==> config.mk <==
export PLATFORM = sky130hd
export DESIGN_NAME = vacs_top
export DESIGN_NICKNAME = d
export VERILOG_FILES = /design/src/design/vacs_pkg.sv /design/src/design/vacs_sync.sv /design/src/design/vacs_bank_decode.sv /design/src/design/vacs_top.sv
export SDC_FILE = /design/constraint.sdc
export NUM_CORES = 1
export LEC_CHECK = 0
export BUFFER_PORTS_ARGS = -buffer_cell sky130_fd_sc_hd__buf_2
export CAP_MARGIN = 30
export CORE_MARGIN = 3
export CORE_UTILIZATION = 52
export DETAILED_ROUTE_END_ITERATION = 8
export PLACE_DENSITY = 0.79
export REMOVE_ABC_BUFFERS = 1
export SLEW_MARGIN = 10
export SYNTH_ARGS = -nofsm -noshare
export SYNTH_HDL_FRONTEND = slang
export SYNTH_SLANG_ARGS = --single-unit
==> constraint.sdc <==
create_clock -name clock -period 2.9 [get_ports clock]
set_clock_uncertainty 0.2 [all_clocks]
set_input_delay 0.145 -clock clock [delete_from_list [all_inputs] [get_ports clock]]
set_output_delay 0.145 -clock clock [all_outputs]
set_load 0.02 [all_outputs]
==> src/design/vacs_pkg.sv <==
/*
 * Constants and types for the video RAM address and CAS select stage.
 * Assumes a single 100 MHz clock and an APB slave for status access.
 */
package vacs_pkg;
   localparam int ADDR_W    = 11;
   localparam int BANK_W    = 2;
   localparam int NCAS      = 4;
   localparam int SYNC_W    = 2 * ADDR_W + BANK_W + 2 + 3;
   // ************************************************************
   // programming register layout
   // ************************************************************
   localparam int PRG_W        = 23;
   localparam int PRG_ROW_LSB  = 0;
   localparam int PRG_COL_LSB  = 10;
   localparam int PRG_BANK_LSB = 20;
   localparam int PRG_ECAS0    = 22;
   localparam int PRG_MODE_LSB = 0;
   localparam logic [PRG_W-1:0] PRG_RST = 23'h000000;
   // bank arrangement codes
   localparam logic [1:0] MODE_ONE  = 2'h0;
   localparam logic [1:0] MODE_TWO  = 2'h1;
   localparam logic [1:0] MODE_FOUR = 2'h2;
   // ************************************************************
   // register map
   // ************************************************************
   localparam logic [7:0] OFS_CTRL = 8'h00;
   localparam logic [7:0] OFS_PROG = 8'h04;
   localparam logic [7:0] OFS_STAT = 8'h08;
   localparam logic [7:0] OFS_ADDR = 8'h0c;
   localparam int CTRL_EN  = 0;
   localparam logic CTRL_RST = 1'b1;
   localparam int ADDR_COL_LSB = 16;
   typedef enum logic [4:0] {
      ST_IDLE  = 5'b00001,
      ST_PROG  = 5'b00010,
      ST_ACC   = 5'b00100,
      ST_EXT   = 5'b01000,
      ST_SCRUB = 5'b10000
   } vacs_state_t;
endpackage : vacs_pkg

==> src/design/vacs_sync.sv <==
/*
 * Two-flop synchroniser, one per bit.
 * Assumes every bit is an independent level from outside the clock.
 */
`timescale 1ns/1ps
`default_nettype none
module vacs_sync #(
   parameter int W = 1
) (
   input  wire logic         clock,   // system clock
   input  wire logic         arst_n,  // async reset
   input  wire logic [W-1:0] d_in,    // asynchronous levels
   input  wire logic [W-1:0] rst_val, // constant reset levels
   output logic      [W-1:0] q_out    // synchronised levels
);
   genvar i;
   generate
      for (i = 0; i < W; i++) begin : g_bit
         logic meta_r;
         logic hold_r;
         always_ff @(posedge clock or negedge arst_n) begin
            if (!arst_n) begin
               meta_r <= 1'b0;
               hold_r <= 1'b0;
            end else begin
               meta_r <= d_in[i] ^ rst_val[i];
               hold_r <= meta_r;
            end
         end
         // kept relative to the reset level so the reset stays constant
         assign q_out[i] = hold_r ^ rst_val[i];
      end
   endgenerate
endmodule : vacs_sync
`default_nettype wire

==> src/design/vacs_bank_decode.sv <==
/*
 * Bank decode: maps bank select and arrangement to RAS and CAS groups.
 * Purely combinational; assumes registered inputs from the caller.
 */
`timescale 1ns/1ps
`default_nettype none
module vacs_bank_decode
   import vacs_pkg::*;
(
   input  wire logic [1:0]      mode,    // bank arrangement
   input  wire logic [BANK_W-1:0] bank,  // bank select
   output logic      [NCAS-1:0] ras_sel, // RAS group, high = use
   output logic      [NCAS-1:0] cas_sel  // CAS group, high = use
);
   always_comb begin
      // one bank of 32 bits: all four strobes together
      ras_sel = 4'hf;
      cas_sel = 4'hf;
      if (mode == MODE_TWO) begin
         ras_sel = bank[0] ? 4'hc : 4'h3;
         cas_sel = bank[0] ? 4'hc : 4'h3;
      end else if (mode == MODE_FOUR || mode == 2'h3) begin
         // spare code treated as four banks
         ras_sel = 4'h1 << bank;
         cas_sel = 4'h1 << bank;
      end
   end
endmodule : vacs_bank_decode
`default_nettype wire

==> src/design/vacs_top.sv <==
/*
 * Address and CAS select stage of a video RAM controller: captures the
 * row, column and bank inputs, loads the programming register, and
 * gates the RAS/CAS groups during accesses, extension and scrubbing.
 * Assumes the internal RAS/CAS generators and the scrub sequencer run
 * on the same clock; host pins are asynchronous and synchronised here.
 * Address pins are synchronised bit by bit, so the host must hold them
 * steady from before a request until the access has started.
 */
// The APB slave port and the register addresses were decided locally.
`timescale 1ns/1ps
`default_nettype none
module vacs_top
   import vacs_pkg::*;
(
   input  wire logic              clock,             // 100 MHz
   input  wire logic              arst_n,            // async reset
   input  wire logic [ADDR_W-1:0] row_addr_in,       // row address pins
   input  wire logic [ADDR_W-1:0] col_addr_in,       // column pins
   input  wire logic [BANK_W-1:0] bank_select_in,    // bank pins
   input  wire logic [1:0]        cas_enable_in_n,   // CAS enables
   input  wire logic              program_load_n,    // program load
   input  wire logic              port_a_access_req_n, // port A req
   input  wire logic              port_b_access_req_n, // port B req
   input  wire logic              ras_gen_in,        // RAS timing
   input  wire logic              cas_gen_in,        // CAS timing
   input  wire logic              xfer_in,           // transfer cycle
   input  wire logic              scrub_in,          // scrub refresh
   input  wire logic [BANK_W-1:0] scrub_bank_in,     // scrub bank
   input  wire logic              psel,              // APB select
   input  wire logic              penable,           // APB enable
   input  wire logic              pwrite,            // APB write
   input  wire logic [7:0]        paddr,             // APB address
   input  wire logic [31:0]       pwdata,            // APB wdata
   output logic                   pready,            // APB ready
   output logic      [31:0]       prdata,            // APB rdata
   output logic                   pslverr,           // APB error
   output logic      [NCAS-1:0]   ras_out_n,         // RAS strobes
   output logic      [NCAS-1:0]   cas_out_n,         // CAS strobes
   output logic      [ADDR_W-1:0] row_addr_out,      // latched row
   output logic      [ADDR_W-1:0] col_addr_out,      // latched col
   output logic      [PRG_W-1:0]  prog_out           // programming
);
   // ************************************************************
   // pin synchronisation
   // ************************************************************
   logic [SYNC_W-1:0] pins_raw;
   logic [SYNC_W-1:0] pins_s;
   logic [SYNC_W-1:0] pins_rst;
   logic [ADDR_W-1:0] row_s;
   logic [ADDR_W-1:0] col_s;
   logic [BANK_W-1:0] bank_s;
   logic [1:0]        ecas_n_s;
   logic              ml_n_s;
   logic              port_a_access_req_n_s;
   logic              breq_n_s;

   assign pins_raw = {port_b_access_req_n, port_a_access_req_n,
                      program_load_n, cas_enable_in_n,
                      bank_select_in, col_addr_in, row_addr_in};
   // control strobes are active low and must idle high
   assign pins_rst = {5'h1f, {(SYNC_W-5){1'b0}}};

   vacs_sync #(.W(SYNC_W)) u_sync (
      .clock   (clock),
      .arst_n  (arst_n),
      .d_in    (pins_raw),
      .rst_val (pins_rst),
      .q_out   (pins_s)
   );

   assign row_s    = pins_s[ADDR_W-1:0];
   assign col_s    = pins_s[2*ADDR_W-1:ADDR_W];
   assign bank_s   = pins_s[2*ADDR_W+BANK_W-1:2*ADDR_W];
   assign ecas_n_s = pins_s[2*ADDR_W+BANK_W+1:2*ADDR_W+BANK_W];
   assign ml_n_s   = pins_s[SYNC_W-3];
   assign port_a_access_req_n_s = pins_s[SYNC_W-2];
   assign breq_n_s = pins_s[SYNC_W-1];

   logic       req;
   logic [1:0] ecas_on;
   // either port starts an access; port arbitration sits upstream
   assign req     = ~port_a_access_req_n_s | ~breq_n_s;
   assign ecas_on = ~ecas_n_s;

   // ************************************************************
   // control register and programming register
   // ************************************************************
   logic             enable_r;
   logic [PRG_W-1:0] prog_r;
   logic [PRG_W-1:0] prog_nxt;
   logic [1:0]       mode;
   logic             ext_ok;

   // data from pins, top bits dropped
   always_comb begin
      prog_nxt = '0;
      prog_nxt[PRG_ROW_LSB +: 10]    = row_s[9:0];
      prog_nxt[PRG_COL_LSB +: 10]    = col_s[9:0];
      prog_nxt[PRG_BANK_LSB +: BANK_W] = bank_s;
      prog_nxt[PRG_ECAS0]            = ecas_on[0];
   end

   always_ff @(posedge clock or negedge arst_n) begin
      if (!arst_n) begin
         prog_r <= PRG_RST;
      end else if (!ml_n_s) begin
         prog_r <= prog_nxt;
      end
   end

   assign mode   = prog_r[PRG_MODE_LSB +: 2];
   // extension armed by enable 0 negated
   assign ext_ok = ~prog_r[PRG_ECAS0];

   // ************************************************************
   // access sequencing
   // ************************************************************
   vacs_state_t state_r;
   vacs_state_t state_nxt;

   always_comb begin
      state_nxt = state_r;
      case (state_r)
         ST_IDLE: begin
            if (!ml_n_s) begin
               state_nxt = ST_PROG;
            end else if (scrub_in) begin
               state_nxt = ST_SCRUB;
            end else if (req && enable_r) begin
               state_nxt = ST_ACC;
            end
         end
         ST_PROG: begin
            if (ml_n_s) begin
               state_nxt = ST_IDLE;
            end
         end
         ST_ACC: begin
            if (!req) begin
               state_nxt = (ext_ok && ecas_on[0]) ? ST_EXT : ST_IDLE;
            end
         end
         ST_EXT: begin
            if (!ecas_on[0]) begin
               state_nxt = ST_IDLE;
            end
         end
         ST_SCRUB: begin
            if (!scrub_in) begin
               state_nxt = ST_IDLE;
            end
         end
         default: state_nxt = ST_IDLE;
      endcase
   end

   always_ff @(posedge clock or negedge arst_n) begin
      if (!arst_n) begin
         state_r <= ST_IDLE;
      end else begin
         state_r <= state_nxt;
      end
   end

   // ************************************************************
   // address and bank latch
   // ************************************************************
   logic              start;
   logic [BANK_W-1:0] bank_r;

   // transfer latches only with load released, so programming data
   // is never taken for a transfer address
   assign start = (state_r == ST_IDLE) &&
                  (state_nxt == ST_ACC || state_nxt == ST_SCRUB ||
                   (xfer_in && ml_n_s));

   always_ff @(posedge clock or negedge arst_n) begin
      if (!arst_n) begin
         row_addr_out <= '0;
      end else if (start) begin
         row_addr_out <= row_s;
      end
   end

   always_ff @(posedge clock or negedge arst_n) begin
      if (!arst_n) begin
         col_addr_out <= '0;
      end else if (start && state_nxt != ST_SCRUB) begin
         col_addr_out <= col_s;
      end
   end

   // bank frozen for the whole access so RAS never hops banks
   always_ff @(posedge clock or negedge arst_n) begin
      if (!arst_n) begin
         bank_r <= '0;
      end else if (start) begin
         bank_r <= bank_s;
      end
   end

   // ************************************************************
   // RAS and CAS group gating
   // ************************************************************
   logic [BANK_W-1:0] dec_bank;
   logic [NCAS-1:0]   ras_sel;
   logic [NCAS-1:0]   cas_sel;
   logic [NCAS-1:0]   cas_gate;
   logic [NCAS-1:0]   ras_nxt;
   logic [NCAS-1:0]   cas_nxt;

   // scrubs bypass the access latch; the scrub sequencer owns the bank
   assign dec_bank = (state_r == ST_SCRUB) ? scrub_bank_in : bank_r;

   vacs_bank_decode u_dec (
      .mode    (mode),
      .bank    (dec_bank),
      .ras_sel (ras_sel),
      .cas_sel (cas_sel)
   );

   // enable 0 for pair 0/1, enable 1 for 2/3
   // each pair gated on its own
   assign cas_gate = {ecas_on[1], ecas_on[1], ecas_on[0], ecas_on[0]};

   always_comb begin
      ras_nxt = 4'h0;
      cas_nxt = 4'h0;
      case (state_r)
         ST_ACC: begin
            ras_nxt = ras_gen_in ? ras_sel : 4'h0;
            cas_nxt = cas_gen_in ? (cas_sel & cas_gate) : 4'h0;
         end
         ST_EXT: begin
            cas_nxt = cas_sel & cas_gate;
         end
         ST_SCRUB: begin
            ras_nxt = ras_gen_in ? 4'hf : 4'h0;
            cas_nxt = cas_gen_in ? cas_sel : 4'h0;
         end
         default: begin
            ras_nxt = 4'h0;
            cas_nxt = 4'h0;
         end
      endcase
   end

   // strobes come from flops, which costs one cycle
   // between the generators and the pins
   always_ff @(posedge clock or negedge arst_n) begin
      if (!arst_n) begin
         ras_out_n <= 4'hf;
         cas_out_n <= 4'hf;
      end else begin
         ras_out_n <= ~ras_nxt;
         cas_out_n <= ~cas_nxt;
      end
   end

   // copy lags the programming register by one cycle
   always_ff @(posedge clock or negedge arst_n) begin
      if (!arst_n) begin
         prog_out <= PRG_RST;
      end else begin
         prog_out <= prog_r;
      end
   end

   // ************************************************************
   // APB slave
   // ************************************************************
   logic        acc_phase;
   logic        hit;
   logic [31:0] rd_nxt;

   // one wait state so read data can come from a flop
   assign acc_phase = psel & penable & ~pready;

   always_comb begin
      hit    = 1'b1;
      rd_nxt = 32'h0;
      if (paddr == OFS_CTRL) begin
         rd_nxt[CTRL_EN] = enable_r;
      end else if (paddr == OFS_PROG) begin
         rd_nxt[PRG_W-1:0] = prog_r;
      end else if (paddr == OFS_STAT) begin
         rd_nxt = {12'h0, state_r, bank_r,
                   cas_out_n, ras_out_n,
                   ecas_n_s, ml_n_s, breq_n_s, port_a_access_req_n_s};
      end else if (paddr == OFS_ADDR) begin
         rd_nxt = {5'h0, col_addr_out, 5'h0, row_addr_out};
      end else begin
         hit = 1'b0;
      end
   end

   always_ff @(posedge clock or negedge arst_n) begin
      if (!arst_n) begin
         pready  <= 1'b0;
         prdata  <= 32'h0;
         pslverr <= 1'b0;
      end else begin
         pready  <= acc_phase;
         pslverr <= acc_phase & ~hit;
         prdata  <= (acc_phase && !pwrite && hit) ? rd_nxt : 32'h0;
      end
   end

   // only CTRL is writable; PROG, STAT and ADDR drop writes silently, unmapped offsets raise pslverr
   // write takes effect at the edge that completes the transfer
   always_ff @(posedge clock or negedge arst_n) begin
      if (!arst_n) begin
         enable_r <= CTRL_RST;
      end else if (psel && penable && pready && pwrite &&
                   paddr == OFS_CTRL) begin
         enable_r <= pwdata[CTRL_EN];
      end
   end
endmodule : vacs_top
`default_nettype wire

==> results.json <==
{
  "area_growth_syn_to_layout_pct": 29.4,
  "clock.fmax_ghz": 0.377,
  "synth_warnings": 0,
  "synth_area_um2": 6450,
  "dieArea_um2": 13800,
  "min_to": "prdata[20]$_DFF_PN0_",
  "r2r_cells": 5,
  "synthArstFlopShare": 1.00,
  "slew_headroom": 0.493,
  "cts_max_level": 4,
  "nFillCells": 876,
  "grt_max_degree": 66,
  "drt-met1-wl_mm": 6.71,
  "worstPathRequired_ps": 3020,
  "routed-via-count": 4760,
  "crit_path_cell_trace": "or4b_4 -> o32a_4 -> a211oi_4 -> buf_4 -> mux2_1",
  "hold_viol": 0,
  "final_cell_mix": "161 x dfrtp_1, 129 x buf_2, 42 x dlygate4sd3_1",
  "dr.first_iter.drc_count": 454,
  "chipHeight_um": 117,
  "min_path_cells": 3,
  "synthAdderAreaFrac": 0,
  "antenna_cells": 0,
  "vias_per_cell": 5.55,
  "drv_cap": 0,
  "syn_area_per_cell_um2": 13.0,
  "synth_top_area_frac": 0.624,
  "period_share": 0.915,
  "worstMarginPinSlew_ps": 753,
  "min_path_type": "in -> reg",
  "final-instance-count-excl-fill": 858,
  "p_per_area_nw_per_um2": 796,
  "dp.cells": 783,
  "crit_path_end_kind": "flip-flop",
  "top_layer": "met4",
  "clkSlewWorstSetupHoldPaths_ps": 70,
  "coreArea_um2": 12100,
  "initial_core_util": 0.535,
  "grt_pass1_wl_mm": 25.8,
  "io_buffers": 130,
  "grt.overflow.total": 0,
  "p_leak_nw": 3.96,
  "dp_hpwl_mm": 10.4,
  "status": "finished, final reports clean",
  "ir_drop_mv": 0.537,
  "cts.sinks": 171,
  "yosys-top-cells-area": "dfrtp_1 62%, mux2_2 5.2%, dfstp_2 4.1%, a22oi_1 3.6%, mux2_4 2.3%",
  "route.met2.wl_mm": 8.19,
  "wl_per_cell_um": 18.9,
  "io_pins": 167,
  "track_usage": 0.241,
  "max_stage_delay_ps": 580,
  "gp_congestion": 0.792,
  "synth-simple-area-share": 0.109,
  "die_w_um": 117,
  "r2r-end": "col_addr_out[0]$_DFFE_PN0P_",
  "ctsResizeCount": 0,
  "wl_met3_um": 937,
  "layout_commonest_cell": "dfrtp_1",
  "grt_setup_unrepaired": "false",
  "start_kind": "flip-flop",
  "yosysSeqAreaShare": 0.665,
  "synth_edf_count": 0,
  "grt_pass1_vias": 4900,
  "drive_gt1_frac": 0.346,
  "drc": 0,
  "synth.largest_area_cell": "dfrtp_1",
  "synth_compound_gate_area_share": 0.106,
  "r2r_slack_ps": 250,
  "synth_top_family_by_area": "simple AND/OR/NAND/NOR gates",
  "ys.flop_type": "dfrtp_1",
  "antenna_found_initial": 0,
  "clock_latency_ps": 440,
  "slew_viol_final": 0,
  "postRouteAntennaNets": 0,
  "ys_seq_elements": 171,
  "finalCriticalPeriod_ps": 2650,
  "cts_buffers": 17,
  "synth_xor_xnor_area_share": 0.00271,
  "first_pass_iters": 5,
  "cpMaxStageDelayCell": "or4b_4",
  "muxShareOfSynthArea": 0.0836,
  "finalSetupViolCount": 0,
  "crit_type": "reg -> reg",
  "drt_wl_total_mm": 16.2,
  "cts_root_buf": "clkbuf_16",
  "syn_inst": 496,
  "cts_max_path_buffers": 2,
  "timing.rr.start": "state_r[0]$_DFF_PN1_",
  "total_power_mw": 6.65,
  "row_count": 40,
  "nNetsFinal": 757,
  "worstHoldStart": "paddr[3]",
  "critical_path_arrival_ps": 2780,
  "cts_tree": "yes",
  "setup_tns_ps": 0,
  "whs_ps": 29.7,
  "yosysUniqueCellTypes": 57,
  "critPathMaxFanout": 14
}
[state kept, by name, indices dropped and copies added (netlist names)]
name                 cells
prog_r                  23
u_sync.g_bit.hold_r     29
u_sync.g_bit.meta_r     29
row_addr_out            11
state_r                  5
enable_r                 1
pready                   1
ras_out_n                4
prdata                  27
pslverr                  1
prog_out                23
col_addr_out            11
bank_r                   2
cas_out_n                4
[metrics by stage]
stage                     worst slack [ps]  cell area [um^2]  utilization
after detailed placement               254              7350        0.609
final                                  247              8350        0.692
after CTS                              250              8350        0.692
after global routing                   178              8350        0.692
after global placement                 271              7340        0.608
after floorplan                      -91.3              6310            -
[critical path: cells and delay by family (launching register included)]
family / cells / cell delay (ps)
AOI/OAI and AO/OA: 2 / 670
buffers and inverters: 1 / 310
DFF: 1 / 430
muxes: 1 / 350
and+or+nand+nor: 1 / 580
[synth_stat cells (3+ instances only)]
| cell | count |
|---|---|
| mux2i_1 | 4 |
| o211ai_1 | 3 |
| buf_4 | 5 |
| dfstp_2 | 10 |
| mux2_2 | 30 |
| and2_1 | 5 |
| a31oi_1 | 3 |
| nand4_1 | 15 |
| and3_1 | 14 |
| inv_1 | 15 |
| nor4_1 | 4 |
| buf_1 | 4 |
| dfrtp_1 | 161 |
| nand3_1 | 14 |
| a21oi_1 | 12 |
| a22oi_1 | 31 |
| nand3b_1 | 3 |
| o21ai_0 | 29 |
| nand2b_1 | 4 |
| nand2_1 | 17 |
| clkbuf_1 | 24 |
| nor3b_1 | 4 |
| nor2_1 | 33 |
| mux2_4 | 10 |
[cell type report]
class | instances | area, um^2 | area share
sequential | 171 | 4290 | 0.514
multi-input combinational | 279 | 1970 | 0.236
timing repair buffer | 193 | 1260 | 0.151
clock buffer | 18 | 429 | 0.0514
tap | 168 | 210 | 0.0252
clock inverter | 14 | 133 | 0.0159
inverter | 15 | 56.3 | 0.00674
[layer usage]
layer  vias up  track usage
met5         -            0
li1       2133            -
met2       205        0.394
met1      2394        0.311
met4         0        0.103
met3        28       0.0569
[how the worst max path moves through the flow]
stage	endpoint	slack (ps)	startpoint	cells after the start
floorplan	col_addr_out[0]$_DFFE_PN0P_	-90	u_sync.g_bit[26].hold_r$_DFF_PN0_	4
global placement	col_addr_out[0]$_DFFE_PN0P_	270	state_r[0]$_DFF_PN1_	5
detailed placement	col_addr_out[0]$_DFFE_PN0P_	250	state_r[0]$_DFF_PN1_	5
CTS	col_addr_out[0]$_DFFE_PN0P_	250	state_r[0]$_DFF_PN1_	5
global route	col_addr_out[0]$_DFFE_PN0P_	180	state_r[0]$_DFF_PN1_	5
finish	col_addr_out[0]$_DFFE_PN0P_	250	state_r[0]$_DFF_PN1_	5
[kinds of logic (layout without fill, tap and decap cells)]
logic type                count (synthesis)  count (layout)
muxes                                    45              45
and+or+nand+nor                         128             128
xor gates and xnor gates                  2               2
other                                     1               5
buffers and inverters                    50             240
AOI/OAI and AO/OA                        99              99
DFF                                     171             171
[timing repair]
item                      in CTS  in global routing
buffers inserted               0                  0
hold endpoints to repair     209                  0
hold buffers                  43                  0
[power by group]
group	switching [mW]	internal (mW)	total, mW
combinational	0.866	0.692	1.56
clock	0.961	1.20	2.16
sequential	0.256	2.68	2.93
Power figures use the tool's default switching activity.
